==> src/rtl/rxls_pkg.sv <==
package rxls_pkg;

  // ---------------------------------------------------------------
  // Register map
  // ---------------------------------------------------------------
  localparam logic [7:0] RXLS_OFF_RFS = 8'h00;
  localparam logic [7:0] RXLS_OFF_IRQ_STAT = 8'h04;
  localparam logic [7:0] RXLS_OFF_IRQ_CLR = 8'h08;
  localparam logic [7:0] RXLS_OFF_IRQ_EN = 8'h0C;
  localparam int RXLS_ADDR_W = 8;

  // ---------------------------------------------------------------
  // Field layout of receive_filter_and_status
  // ---------------------------------------------------------------
  localparam int RXLS_REG_W = 16;
  localparam int RXLS_CTRL_LSB = 9;
  localparam int RXLS_CTRL_W = 7;
  localparam int RXLS_FLAG_W = 9;
  localparam int RXLS_LB_LSB = 9;
  localparam int RXLS_BIT_MC = 8;
  localparam int RXLS_BIT_BC = 7;
  localparam int RXLS_BIT_LAST = 6;
  localparam int RXLS_BIT_CRS = 5;
  localparam int RXLS_BIT_COL = 4;
  localparam int RXLS_BIT_CRC = 3;
  localparam int RXLS_BIT_ALIGN = 2;
  localparam int RXLS_BIT_LBK = 1;
  localparam int RXLS_BIT_OK = 0;
  localparam logic [RXLS_CTRL_W-1:0] RXLS_CTRL_RST = 7'h00;
  localparam logic [RXLS_FLAG_W-1:0] RXLS_FLAG_RST = 9'h000;
  // Flags wiped when the next frame starts: bits 8..6 and 3..0.
  localparam logic [RXLS_FLAG_W-1:0] RXLS_FLAG_CLR_MASK = 9'h1CF;

  // ---------------------------------------------------------------
  // Interrupt layout
  // ---------------------------------------------------------------
  localparam int RXLS_IRQ_W = 4;
  localparam int RXLS_IRQ_DONE = 0;
  localparam int RXLS_IRQ_OK = 1;
  localparam int RXLS_IRQ_ERR = 2;
  localparam int RXLS_IRQ_LAST = 3;
  localparam logic [RXLS_IRQ_W-1:0] RXLS_IRQ_RST = 4'h0;

  // ---------------------------------------------------------------
  // Frame and bus constants
  // ---------------------------------------------------------------
  localparam int RXLS_RUNT_BYTES = 64;
  localparam int RXLS_CNT_W = 7;
  localparam logic [1:0] RXLS_RESP_OKAY = 2'h0;
  localparam logic [1:0] RXLS_RESP_SLVERR = 2'h2;

  typedef enum logic [1:0] {
    RXLS_LB_NONE,
    RXLS_LB_MAC,
    RXLS_LB_LINE_ENCODER_DECODER,
    RXLS_LB_XCVR
  } rxls_lb_e;

endpackage

==> src/rtl/rxls_stat_if.sv <==
`timescale 1ns/1ps
interface rxls_stat_if;
  import rxls_pkg::*;

  // Per-frame status flags and frame events from the evaluator.
  logic [RXLS_FLAG_W-1:0] flags;
  logic done;
  logic accepted;
  logic ok;
  logic err;
  // Loopback mode selected by software, for the loopback flag.
  rxls_lb_e lb_mode;

  modport eval (
    output flags,
    output done,
    output accepted,
    output ok,
    output err,
    input lb_mode
  );

  modport regs (
    input flags,
    input done,
    input accepted,
    input ok,
    input err,
    output lb_mode
  );
endinterface

==> src/rtl/rxls_frame_eval.sv <==
`timescale 1ns/1ps
module rxls_frame_eval
  import rxls_pkg::*;
(
  input wire logic ref_clk,
  input wire logic sys_rst,
  input wire logic rx_frame_start,
  input wire logic rx_frame_end,
  input wire logic rx_byte_valid,
  input wire logic rx_dest_multicast,
  input wire logic rx_dest_broadcast,
  input wire logic rx_crc_bad,
  input wire logic rx_odd_bits,
  input wire logic rx_collision,
  input wire logic rx_accept,
  input wire logic [15:0] remaining_buffer_words,
  input wire logic [15:0] end_of_buffer_threshold,
  input wire logic carrier_sync,
  rxls_stat_if.eval st
);

  // ---------------------------------------------------------------
  // Frame tracking
  // ---------------------------------------------------------------
  logic in_frame_reg;
  logic coll_seen_reg;
  logic [RXLS_CNT_W-1:0] byte_cnt_reg;
  logic [RXLS_FLAG_W-1:0] flags_reg;
  logic done_reg, acc_reg, ok_reg, err_reg;

  // Counter saturates at the runt limit so long frames cannot wrap.
  localparam logic [RXLS_CNT_W-1:0] RUNT_CNT = RXLS_CNT_W'(RXLS_RUNT_BYTES);
  wire cnt_sat = (byte_cnt_reg >= RUNT_CNT);
  wire [RXLS_CNT_W-1:0] cnt_now = (rx_byte_valid && !cnt_sat) ?
    byte_cnt_reg + 7'h01 : byte_cnt_reg;
  wire frame_end = in_frame_reg && rx_frame_end;
  wire coll_any = coll_seen_reg || rx_collision;
  wire is_runt = (cnt_now < RUNT_CNT);
  wire crc_only = rx_crc_bad && !rx_odd_bits;
  wire align_err = rx_crc_bad && rx_odd_bits;
  wire frame_ok = !rx_crc_bad && !is_runt && !coll_any;
  wire lbk_ok = frame_ok && (st.lb_mode != RXLS_LB_NONE);
  wire last_buf = (remaining_buffer_words <= end_of_buffer_threshold);

  // Frame state, byte count and collision memory.
  always_ff @(posedge ref_clk) begin
    if (sys_rst) begin
      in_frame_reg <= 1'b0;
      coll_seen_reg <= 1'b0;
      byte_cnt_reg <= '0;
    end else if (rx_frame_start) begin
      in_frame_reg <= 1'b1;
      coll_seen_reg <= rx_collision;
      byte_cnt_reg <= rx_byte_valid ? 7'h01 : 7'h00;
    end else if (in_frame_reg) begin
      in_frame_reg <= !rx_frame_end;
      coll_seen_reg <= coll_any;
      byte_cnt_reg <= cnt_now;
    end
  end

  // Status flags; carrier bit follows the synchronised sense line.
  always_ff @(posedge ref_clk) begin
    if (sys_rst) begin
      flags_reg <= RXLS_FLAG_RST;
    end else begin
      flags_reg[RXLS_BIT_CRS] <= carrier_sync;
      if (rx_frame_start) begin
        flags_reg[8:6] <= 3'h0;
        flags_reg[3:0] <= 4'h0;
      end else if (frame_end) begin
        flags_reg[RXLS_BIT_MC] <= rx_dest_multicast;
        flags_reg[RXLS_BIT_BC] <= rx_dest_broadcast;
        flags_reg[RXLS_BIT_LAST] <= last_buf;
        flags_reg[RXLS_BIT_COL] <= coll_any;
        flags_reg[RXLS_BIT_CRC] <= crc_only;
        flags_reg[RXLS_BIT_ALIGN] <= align_err;
        flags_reg[RXLS_BIT_LBK] <= lbk_ok;
        flags_reg[RXLS_BIT_OK] <= frame_ok;
      end
    end
  end

  // One-cycle frame events, aligned with the updated flags.
  always_ff @(posedge ref_clk) begin
    if (sys_rst) begin
      done_reg <= 1'b0;
      acc_reg <= 1'b0;
      ok_reg <= 1'b0;
      err_reg <= 1'b0;
    end else begin
      done_reg <= frame_end;
      acc_reg <= frame_end && rx_accept;
      ok_reg <= frame_end && frame_ok;
      err_reg <= frame_end && !frame_ok;
    end
  end

  assign st.flags = flags_reg;
  assign st.done = done_reg;
  assign st.accepted = acc_reg;
  assign st.ok = ok_reg;
  assign st.err = err_reg;

endmodule

==> src/rtl/rxls_top.sv <==
// Contract
// - Loopback field picks none, MAC, encoder/decoder or transceiver.
// - Multicast destination sets bit 8.
// - Broadcast destination sets bit 7.
// - Bit 6 set when remaining buffer words not above threshold.
// - Bit 5 shows carrier sense activity.
// - Bit 4 set when any collision occurred during the frame.
// - Bit 3 marks bad CRC, unless alignment error also occurred.
// - Bit 2 set only for misaligned frames that also fail CRC.
// - Bit 1 set when a loopback frame returns successfully.
// - Bit 0 set only for frames free of CRC, runt, collision.
// - Bits 8..6 and 3..0 clear when the next frame starts.
// - Accepted frame copies the whole register into its descriptor status.
// - Frames under 64 bytes are runts and never flagged good.
// - Software reset leaves the register untouched.
//
// The placing of the registers and the AXI4-Lite register port were decided locally.
`timescale 1ns/1ps
module rxls_top
  import rxls_pkg::*;
(
  input wire logic ref_clk,
  input wire logic sys_rst,
  input wire logic soft_rst,
  // AXI4-Lite slave.
  input wire logic [RXLS_ADDR_W-1:0] s_axi_awaddr,
  input wire logic s_axi_awvalid,
  output logic s_axi_awready,
  input wire logic [31:0] s_axi_wdata,
  input wire logic [3:0] s_axi_wstrb,
  input wire logic s_axi_wvalid,
  output logic s_axi_wready,
  output logic [1:0] s_axi_bresp,
  output logic s_axi_bvalid,
  input wire logic s_axi_bready,
  input wire logic [RXLS_ADDR_W-1:0] s_axi_araddr,
  input wire logic s_axi_arvalid,
  output logic s_axi_arready,
  output logic [31:0] s_axi_rdata,
  output logic [1:0] s_axi_rresp,
  output logic s_axi_rvalid,
  input wire logic s_axi_rready,
  // Receive path.
  input wire logic rx_frame_start,
  input wire logic rx_frame_end,
  input wire logic rx_byte_valid,
  input wire logic rx_dest_multicast,
  input wire logic rx_dest_broadcast,
  input wire logic rx_crc_bad,
  input wire logic rx_odd_bits,
  input wire logic rx_collision,
  input wire logic rx_accept,
  input wire logic [15:0] remaining_buffer_words,
  input wire logic [15:0] end_of_buffer_threshold,
  input wire logic carrier_sense_pin,
  // Loopback steering and descriptor write-back.
  output logic loopback_mac,
  output logic loopback_line_encoder_decoder,
  output logic loopback_xcvr,
  output logic [RXLS_REG_W-1:0] descriptor_status_word,
  output logic descriptor_status_valid,
  output logic irq
);

  // ---------------------------------------------------------------
  // Carrier sense synchroniser
  // ---------------------------------------------------------------
  logic crs_meta_reg;
  logic crs_sync_reg;

  // The pin is asynchronous; only the second stage is used.
  always_ff @(posedge ref_clk) begin
    if (sys_rst) begin
      crs_meta_reg <= 1'b0;
      crs_sync_reg <= 1'b0;
    end else begin
      crs_meta_reg <= carrier_sense_pin;
      crs_sync_reg <= crs_meta_reg;
    end
  end

  // ---------------------------------------------------------------
  // Frame evaluator
  // ---------------------------------------------------------------
  rxls_stat_if st ();

  rxls_frame_eval u_eval (
    .ref_clk (ref_clk),
    .sys_rst (sys_rst),
    .rx_frame_start (rx_frame_start),
    .rx_frame_end (rx_frame_end),
    .rx_byte_valid (rx_byte_valid),
    .rx_dest_multicast (rx_dest_multicast),
    .rx_dest_broadcast (rx_dest_broadcast),
    .rx_crc_bad (rx_crc_bad),
    .rx_odd_bits (rx_odd_bits),
    .rx_collision (rx_collision),
    .rx_accept (rx_accept),
    .remaining_buffer_words (remaining_buffer_words),
    .end_of_buffer_threshold (end_of_buffer_threshold),
    .carrier_sync (crs_sync_reg),
    .st (st)
  );

  // ---------------------------------------------------------------
  // Register state
  // ---------------------------------------------------------------
  logic [RXLS_CTRL_W-1:0] ctrl_reg;
  logic [RXLS_IRQ_W-1:0] irq_stat_reg;
  logic [RXLS_IRQ_W-1:0] irq_en_reg;

  wire [RXLS_REG_W-1:0] rfs_value = {ctrl_reg, st.flags};
  assign st.lb_mode = rxls_lb_e'(ctrl_reg[1:0]);

  // ---------------------------------------------------------------
  // AXI4-Lite write channel
  // ---------------------------------------------------------------
  logic awready_reg, wready_reg, bvalid_reg;
  logic [1:0] bresp_reg;
  logic [RXLS_ADDR_W-1:0] awaddr_reg;
  logic [31:0] wdata_reg;
  logic [3:0] wstrb_reg;

  wire aw_hs = s_axi_awvalid && awready_reg;
  wire w_hs = s_axi_wvalid && wready_reg;
  // Address and data may arrive in either order; write once both held.
  wire do_write = !awready_reg && !wready_reg && !bvalid_reg;
  wire wr_rfs = do_write && (awaddr_reg == RXLS_OFF_RFS);
  wire wr_clr = do_write && (awaddr_reg == RXLS_OFF_IRQ_CLR);
  wire wr_en = do_write && (awaddr_reg == RXLS_OFF_IRQ_EN);
  wire wr_stat = do_write && (awaddr_reg == RXLS_OFF_IRQ_STAT);
  wire wr_hit = wr_rfs || wr_clr || wr_en || wr_stat;

  // Channel handshakes; one write in flight at a time.
  always_ff @(posedge ref_clk) begin
    if (sys_rst) begin
      awready_reg <= 1'b1;
      wready_reg <= 1'b1;
      bvalid_reg <= 1'b0;
      bresp_reg <= RXLS_RESP_OKAY;
      awaddr_reg <= '0;
      wdata_reg <= 32'h00000000;
      wstrb_reg <= 4'h0;
    end else begin
      if (aw_hs) begin
        awready_reg <= 1'b0;
        awaddr_reg <= s_axi_awaddr;
      end
      if (w_hs) begin
        wready_reg <= 1'b0;
        wdata_reg <= s_axi_wdata;
        wstrb_reg <= s_axi_wstrb;
      end
      if (do_write) begin
        bvalid_reg <= 1'b1;
        bresp_reg <= wr_hit ? RXLS_RESP_OKAY : RXLS_RESP_SLVERR;
      end else if (bvalid_reg && s_axi_bready) begin
        bvalid_reg <= 1'b0;
        awready_reg <= 1'b1;
        wready_reg <= 1'b1;
      end
    end
  end

  // Only the control half is writable; flag bits belong to hardware.
  // Software reset is deliberately not wired into this register.
  always_ff @(posedge ref_clk) begin
    if (sys_rst) begin
      ctrl_reg <= RXLS_CTRL_RST;
    end else if (wr_rfs && wstrb_reg[1]) begin
      ctrl_reg <= wdata_reg[15:9];
    end
  end

  // ---------------------------------------------------------------
  // Interrupts
  // ---------------------------------------------------------------
  wire [RXLS_IRQ_W-1:0] irq_events = {
    st.done && st.flags[RXLS_BIT_LAST],
    st.err,
    st.ok,
    st.done
  };
  wire [RXLS_IRQ_W-1:0] irq_clr_bits =
    (wr_clr && wstrb_reg[0]) ? wdata_reg[RXLS_IRQ_W-1:0] : RXLS_IRQ_RST;
  // A new event in the clearing cycle survives the clear.
  wire [RXLS_IRQ_W-1:0] irq_stat_next =
    (irq_stat_reg & ~irq_clr_bits) | irq_events;

  // Sticky status, enable mask and the level output.
  always_ff @(posedge ref_clk) begin
    if (sys_rst) begin
      irq_stat_reg <= RXLS_IRQ_RST;
      irq_en_reg <= RXLS_IRQ_RST;
      irq <= 1'b0;
    end else begin
      irq_stat_reg <= irq_stat_next;
      if (wr_en && wstrb_reg[0]) begin
        irq_en_reg <= wdata_reg[RXLS_IRQ_W-1:0];
      end
      irq <= |(irq_stat_reg & irq_en_reg);
    end
  end

  // ---------------------------------------------------------------
  // AXI4-Lite read channel
  // ---------------------------------------------------------------
  logic arready_reg, rvalid_reg;
  logic [1:0] rresp_reg;
  logic [31:0] rdata_reg;

  wire ar_hs = s_axi_arvalid && arready_reg;
  wire rd_rfs = (s_axi_araddr == RXLS_OFF_RFS);
  wire rd_stat = (s_axi_araddr == RXLS_OFF_IRQ_STAT);
  wire rd_clr = (s_axi_araddr == RXLS_OFF_IRQ_CLR);
  wire rd_en = (s_axi_araddr == RXLS_OFF_IRQ_EN);
  wire [31:0] rd_word;
  wire rd_hit;

  // Clear register is write-only and reads as zero.
  assign rd_word =
    rd_rfs ? {16'h0000, rfs_value} :
    rd_stat ? {28'h0000000, irq_stat_reg} :
    rd_en ? {28'h0000000, irq_en_reg} :
    32'h00000000;
  assign rd_hit = rd_rfs || rd_stat || rd_clr || rd_en;

  // Read data is captured at the address handshake.
  always_ff @(posedge ref_clk) begin
    if (sys_rst) begin
      arready_reg <= 1'b1;
      rvalid_reg <= 1'b0;
      rresp_reg <= RXLS_RESP_OKAY;
      rdata_reg <= 32'h00000000;
    end else if (ar_hs) begin
      arready_reg <= 1'b0;
      rvalid_reg <= 1'b1;
      rdata_reg <= rd_word;
      rresp_reg <= rd_hit ? RXLS_RESP_OKAY : RXLS_RESP_SLVERR;
    end else if (rvalid_reg && s_axi_rready) begin
      rvalid_reg <= 1'b0;
      arready_reg <= 1'b1;
    end
  end

  // ---------------------------------------------------------------
  // Loopback steering and descriptor write-back
  // ---------------------------------------------------------------
  // Registered one-hot select, so the line side needs no decoder.
  always_ff @(posedge ref_clk) begin
    if (sys_rst) begin
      loopback_mac <= 1'b0;
      loopback_line_encoder_decoder <= 1'b0;
      loopback_xcvr <= 1'b0;
    end else begin
      loopback_mac <= (st.lb_mode == RXLS_LB_MAC);
      loopback_line_encoder_decoder <= (st.lb_mode == RXLS_LB_LINE_ENCODER_DECODER);
      loopback_xcvr <= (st.lb_mode == RXLS_LB_XCVR);
    end
  end

  // The whole register, flags of the finished frame included.
  always_ff @(posedge ref_clk) begin
    if (sys_rst) begin
      descriptor_status_word <= 16'h0000;
      descriptor_status_valid <= 1'b0;
    end else begin
      descriptor_status_valid <= st.accepted;
      if (st.accepted) begin
        descriptor_status_word <= rfs_value;
      end
    end
  end

  assign s_axi_awready = awready_reg;
  assign s_axi_wready = wready_reg;
  assign s_axi_bvalid = bvalid_reg;
  assign s_axi_bresp = bresp_reg;
  assign s_axi_arready = arready_reg;
  assign s_axi_rvalid = rvalid_reg;
  assign s_axi_rresp = rresp_reg;
  assign s_axi_rdata = rdata_reg;

endmodule

==> config.mk <==
export PLATFORM = sky130hd
export DESIGN_NAME = rxls_top
export DESIGN_NICKNAME = d
export VERILOG_FILES = /design/src/rtl/rxls_pkg.sv /design/src/rtl/rxls_stat_if.sv /design/src/rtl/rxls_frame_eval.sv /design/src/rtl/rxls_top.sv
export SDC_FILE = /design/constraint.sdc
export NUM_CORES = 1
export LEC_CHECK = 0
export ABC_AREA = 1
export BUFFER_PORTS_ARGS = -buffer_cell sky130_fd_sc_hd__buf_2
export CAP_MARGIN = 5
export CORE_MARGIN = 8
export CORE_UTILIZATION = 34
export DETAILED_ROUTE_END_ITERATION = 10
export GPL_TIMING_DRIVEN = 1
export REMOVE_ABC_BUFFERS = 1
export SETUP_SLACK_MARGIN = 0.2
export SYNTH_ARGS = -nofsm -noshare
export SYNTH_HDL_FRONTEND = slang
export SYNTH_HIERARCHICAL = 1
export SYNTH_SLANG_ARGS = --single-unit
==> constraint.sdc <==
create_clock -name ref_clk -period 1.5 [get_ports ref_clk]
set_clock_uncertainty 0.05 [all_clocks]
set_input_delay 0.075 -clock ref_clk [delete_from_list [all_inputs] [get_ports ref_clk]]
set_output_delay 0.075 -clock ref_clk [all_outputs]
set_load 0.02 [all_outputs]
==> reports/metrics.cfg, run 1 <==
[sta]
tns_ns = 0
hold_viol_final = 0
setup_viol = 0
finalMaxSlewViolations = 0
fmax_mhz = 759
fin_crit_sh_pct = 87.8
fin_crit_ns = 1.32
rsz0062_at_grt = true

[place]
dpl.hpwl_mm = 9.37
gp_congestion = 0.844
io_buffer_count = 121
placedCellCount = 879

[die]
core_um2 = 13300
die_w_um = 133
start_util_pct = 34.8
die_y_um = 133
dieArea_um2 = 17600
num_io_pins = 164
core.rowCount = 42

[setup_path]
worstPathCellList = nor2_4 > nand3_4 > nor2_8 > buf_12 > nand3_2 > nand2_2 > a21oi_2
end_kind = flop
cp_data_required_time_ns = 1.68
slowest_stage = dfxtp_4
start_kind = flop
cp.arrival_ns = 1.50
path_buf_inv = 1
crit_type = reg -> reg
crit_family = simple AND/OR/NAND/NOR gates
critPathMaxStageDelay_ns = 0.36
cp_max_fo = 6

[final_layout]
area_growth_syn_to_layout_pct = 36.6
drive_gt1_share_pct = 31.5
final_nets = 877
fill_cells = 1298
fin_cells = 939

[grt]
grt_pass1_wl_mm = 20.3
grt_overflow_total = 0
track_usage_pct = 13.9
first_global_vias = 4326
grt_max_degree = 58
antenna_found_initial = 1

[route]
first_pass_iters = 5
drc_errors = 0
drt_wl_total_mm = 12.8
postRouteAntennaNets = 0
drt-vias-per-instance = 4.66
drt_first_iter_violations = 189
num_vias = 4376
drt-wirelength-per-cell_um = 13.6

[logic_synthesis]
synth.largest_area_cell = dfxtp_1
syn_inst = 593
avgSynthCellArea_um2 = 7.81
synth_cell_types = 40
synth_edf_count = 0
async_reset_ff_share_pct = 0
synth.most_common_cell = dfxtp_1
ys_seq_elements = 104
ys_seq_area_share_pct = 44.9
ys_warn_count = 6
ys_top_cells_by_area = dfxtp_1 (45%), a21oi_1 (7.5%), nor2_1 (7.0%)
yosys-top-cells-count = dfxtp_1 (104), nor2_1 (86), nand2_1 (73)
synthesis.area_um2 = 4630
synth_flop_cell = dfxtp_1
synth_top_area_share_pct = 44.9

[pwr]
ir_drop_mv = 0.588
leakagePower_nw = 2.97
power_density_nw_per_um2 = 949

[clock_network]
tritoncts = built
cts.sink_count = 104
clock_latency_ns = 0.34
path_clk_slew_ns = 0.07
cts_buffers = 9
clockBufferDepth = 2
cts_root_buf = clkbuf_16
cts_max_level = 3

[status]
status = finished clean

[hold_path]
hold_path_class = in -> reg

[flow_run]
max_cap_viol_count = 0

[final timing paths]
check | slack [ns] | cells past startpoint | start | end
worst min-delay path | 0.008 | 2 | sys_rst | irq_stat_reg[1]
worst max register to register | 0.18 | 7 | awaddr_reg[4] | irq_stat_reg[3]
worst min register to register | 0.36 | 2 | crs_meta_reg | crs_sync_reg
worst max-delay path | 0.18 | 7 | awaddr_reg[4] | irq_stat_reg[3]
[cell families after synthesis]
group,synth area share (%)
other,0.0809
adder cells (fa/ha/maj),4.59
buffers and inverters,10.7
AO/OA/AOI/OAI,16.5
AND/OR/NAND/NOR,23.3
flip-flops,44.9
[layout make-up]
| class | instances | area (µm²) | area share, % |
|---|---|---|---|
| Clock buffer | 11 | 253 | 3.99 |
| Antenna cell | 1 | 2.50 | 0.0395 |
| Timing Repair Buffer | 174 | 1150 | 18.2 |
| Timing Repair inverter | 1 | 7.51 | 0.119 |
| Clock inverter | 4 | 30.0 | 0.474 |
| Sequential cell | 104 | 2100 | 33.1 |
| Multi-Input combinational cell | 399 | 2300 | 36.4 |
| Inverter | 69 | 264 | 4.17 |
| Tap cell | 176 | 220 | 3.48 |
[cells in the final DEF, fill, tap and decap left out, types with 10 or more instances in the layout]
master,synthesis,layout
nor2_1,86,79
dlygate4sd3_1,0,32
buf_4,20,12
o21ai_0,56,53
nand3_1,22,15
nand2_1,73,64
clkbuf_16,0,10
a21oi_1,69,60
a21oi_2,1,10
conb_1,1,18
inv_1,59,57
ha_1,17,16
nand2_2,2,11
buf_2,7,121
dfxtp_1,104,99
[stage by stage]
stage / setup WS [ns] / utilization (%) / cell area (µm²) / hold slack [ns] / power [W]
2_1_floorplan: 0.0628 / - / 4460 / 0.0941 / 0.00344
3_3_place_gp: 0.201 / 40.4 / 5380 / 0.233 / 0.00372
3_5_place_dp: 0.141 / 40.4 / 5380 / 0.242 / 0.00375
4_1_cts: 0.185 / 45.4 / 6040 / 0.00133 / 0.00603
5_1_grt: 0.133 / 47.6 / 6330 / 0.0143 / 0.00630
6_report: 0.182 / 47.6 / 6330 / 0.00792 / 0.00600
[where the power goes]
group	switching [W]	internal, W	total, W
Sequential	0.0000837	0.00287	0.00296
Combinational	0.000503	0.000348	0.000852
Clock	0.000991	0.00121	0.00220
Total	0.00158	0.00443	0.00600
[routing by layer]
metal / share of wire, % / wire [µm] / global-route usage, % / up-vias
met3: 5.3 / 673 / 3.82 / 16
met4: 1.3 / 170 / 5.17 / 0
met5: 0 / 0 / 0 / -
met2: 50 / 6430 / 24.2 / 114
met1: 43 / 5520 / 15.8 / 2024
li1: - / - / - / 2222
[timing repair]
item	CTS	global route
setup buffers	4	5
gates resized for setup	2	63
pin swaps	1	21
gates cloned	0	2
hold buffers	33	0
endpoints found under the hold margin	31	0
setup endpoints to repair	10	55
[worst register-to-register path: stages, from the launching register on]
cell     delay [ns]
dfxtp_4        0.36
nor2_4         0.12
nand3_4        0.11
nor2_8         0.21
buf_12         0.15
nand3_2        0.08
nand2_2        0.09
a21oi_2        0.05
No activity file was read; power rests on OpenSTA's default activity.
==> inputs of run 2 (changes only) <==
--- a/config.mk
+++ b/config.mk
@@ -6,6 +6,7 @@
 export NUM_CORES = 1
 export LEC_CHECK = 0
 export ABC_AREA = 1
+export ABC_CLOCK_PERIOD_IN_PS = 1100
 export BUFFER_PORTS_ARGS = -buffer_cell sky130_fd_sc_hd__buf_2
 export CAP_MARGIN = 5
 export CORE_MARGIN = 8
==> constraint.sdc (replaced) <==
create_clock -name ref_clk -period 1.1 [get_ports ref_clk]
set_clock_uncertainty 0.05 [all_clocks]
set_input_delay 0.055 -clock ref_clk [delete_from_list [all_inputs] [get_ports ref_clk]]
set_output_delay 0.055 -clock ref_clk [all_outputs]
set_load 0.02 [all_outputs]
==> run 2 against run 1 <==
Against the previous run:
- the flow now finishes with violations (hold timing, setup timing)
- final cell count up 7.8%
- clock-buffer cell count up 1
- clock power up 44%
- worst hold slack worse by 0.011 ns
- sequential cell count unchanged
- combinational power up 130%
- via count up 11%
- routed wire length up 27%
- die area unchanged
- sequential share of layout area down 6.0 points
- non-clock buffer count up 68
- critical path type unchanged
- largest power group unchanged
- highest routed layer unchanged
==> reports/metrics.cfg, run 2 (synthesis results as in run 1) <==
[pwr]
power_density_nw_per_um2 = 1150  ; was 949 nW/µm²
ir_drop_mv = 0.720  ; was 0.588 mV
leakagePower_nw = 3.56  ; was 2.97 nW

[final_layout]
fin_cells = 1012  ; was 939
area_growth_syn_to_layout_pct = 72.0  ; was 36.6%
fill_cells = 1093  ; was 1298
final_area_um2 = 7970  ; was 6330 µm²
final_util_pct = 59.9  ; was 47.6%
final_nets = 949  ; was 877
final_cell_mix = buf_2 (78), buf_6 (75), nand2_1 (65), nor2_1 (58), inv_1 (52)  ; was buf_2 (121), dfxtp_1 (99), nor2_1 (79), nand2_1 (64), a21oi_1 (60)
multi_input_area_um2 = 2850  ; was 2300 µm²
drive_gt1_share_pct = 54.3  ; was 31.5%
final_common_cell = buf_2  ; unchanged
seqCellArea_um2 = 2160  ; was 2100 µm²

[clock_network]
cts_max_level = 3  ; unchanged
cts.sink_count = 104  ; unchanged
clock_latency_ns = 0.34  ; about the same
path_clk_slew_ns = 0.07  ; about the same
clockBufferDepth = 2  ; unchanged
tritoncts = built  ; unchanged
cts_root_buf = clkbuf_16  ; unchanged
cts_buffers = 9  ; unchanged

[die]
die_y_um = 133  ; unchanged
die_w_um = 133  ; unchanged
start_util_pct = 34.8  ; unchanged
core.rowCount = 42  ; unchanged
core_um2 = 13300  ; unchanged
dieArea_um2 = 17600  ; unchanged
num_io_pins = 164  ; unchanged

[setup_path]
cp_max_fo = 3  ; was 6
crit_type = reg -> reg  ; unchanged
critPathMaxStageDelay_ns = 0.34  ; was 0.36 ns
slowest_stage = dfxtp_2  ; was dfxtp_4
worstPathCellList = nor2_4 > nand2_4 > nor3_4 > buf_4 > nand3_2 > nand2_1 > a21oi_1  ; was nor2_4 > nand3_4 > nor2_8 > buf_12 > nand3_2 > nand2_2 > a21oi_2
start_kind = flop  ; unchanged
cp_data_required_time_ns = 1.28  ; was 1.68 ns
cp.arrival_ns = 1.53  ; was 1.50 ns
end_kind = flop  ; unchanged

[hold_path]
hold_path_class = in -> reg  ; unchanged

[place]
dpl-instance-area_um2 = 5590  ; was 5380 µm²
dpl.hpwl_mm = 9.55  ; was 9.37 mm
io_buffer_count = 121  ; unchanged
gp_congestion = 0.819  ; was 0.844
placedCellCount = 904  ; was 879

[route]
first_pass_iters = 4  ; was 5
drc_errors = 0  ; unchanged
drt-wirelength-per-cell_um = 16.0  ; was 13.6 µm
drt_wl_total_mm = 16.2  ; was 12.8 mm
postRouteAntennaNets = 0  ; unchanged
num_vias = 4839  ; was 4376
drt-vias-per-instance = 4.78  ; was 4.66
drt_first_iter_violations = 292  ; was 189

[grt]
grt_max_degree = 37  ; was 58
antenna_found_initial = 2  ; was 1
track_usage_pct = 16.7  ; was 13.9%
first_global_vias = 5005  ; was 4326
grt_overflow_total = 0  ; unchanged
grt_pass1_wl_mm = 24.3  ; was 20.3 mm

[sta]
fin_crit_sh_pct = 123  ; was 87.8%
fmax_mhz = 738  ; was 759 MHz
hold_viol_final = 1  ; was 0
holdWs_ns = -0.00354  ; was 0.00792 ns
setup_slack_ns = -0.255  ; was 0.182 ns
fin_crit_ns = 1.35  ; was 1.32 ns
finalMaxSlewViolations = 0  ; unchanged
rsz0062_at_grt = true  ; unchanged
setup_viol = 23  ; was 0

[status]
status = finished, violations left  ; was finished clean
violations = hold timing, setup timing

[flow_run]
max_cap_viol_count = 0  ; unchanged

## run 2: routing by layer
metal / wire (µm) / share of wire, % / track usage (%) / vias up
met5: 0 / 0 / 0 / -
met4: 447 / 2.8 / 6.81 / 0
met3: 821 / 5.1 / 4.13 / 36
met2: 8240 / 51 / 29.3 / 132
met1: 6690 / 41 / 18.9 / 2282
li1: - / - / - / 2389
## run 2: final timing paths
check | depth (start not counted) | slack [ns] | start | end
hold / removal | 4 | -0.004 | rx_crc_bad | u_eval/st.ok
setup / recovery | 7 | -0.25 | awaddr_reg[0] | irq_stat_reg[2]
hold reg to reg | 2 | 0.36 | crs_meta_reg | crs_sync_reg
setup reg to reg | 7 | -0.25 | awaddr_reg[0] | irq_stat_reg[2]
## run 2: critical path: cells and delay by family, from the launching register on
family / cells / cell delay, ns
AND/OR/NAND/NOR: 5 / 0.64
flip-flops: 1 / 0.34
buffers and inverters: 1 / 0.16
AO/OA/AOI/OAI: 1 / 0.05
## run 2: final cells by class
type	instances	share of cell area, %
well taps	176	2.76
diodes	2	0.0628
multi-input cells	403	35.8
flip-flops and latches	104	27.1
repair buffers	242	26.9
inverters	69	3.61
clock buffers	12	3.09
clock inverters	3	0.534
repair inverters	1	0.0942
## run 2: where the power goes
group | total [W] | leakage [nW] | switching (W) | internal [W]
combinational | 0.00193 | 2.55 | 0.00100 | 0.000933
sequential | 0.00408 | 0.872 | 0.000150 | 0.00393
clock | 0.00317 | 0.139 | 0.00135 | 0.00181
total | 0.00918 | 3.56 | 0.00250 | 0.00667
## run 2: what timing repair did
item | CTS | global route
hold endpoints to repair | 36 | 1
gates cloned | 8 | 2
hold buffers | 34 | 1
pin swaps | 43 | 50
resized for setup | 305 | 109
setup endpoints to repair | 131 | 135
setup buffers | 21 | 25
## run 2: metrics by stage
| stage | TNS, ns | setup WS, ns | hold WS, ns | total power, W |
|---|---|---|---|---|
| 6_report | -4.09 | -0.255 | -0.00354 | 0.00918 |
| 5_1_grt | -5.57 | -0.331 | 0.00736 | 0.00955 |
| 4_1_cts | -2.76 | -0.167 | -0.0274 | 0.00888 |
| 3_5_place_dp | -2.44 | -0.156 | 0.217 | 0.00520 |
| 3_3_place_gp | -1.50 | -0.0984 | 0.212 | 0.00516 |
| 2_1_floorplan | -9.48 | -0.337 | 0.0741 | 0.00469 |
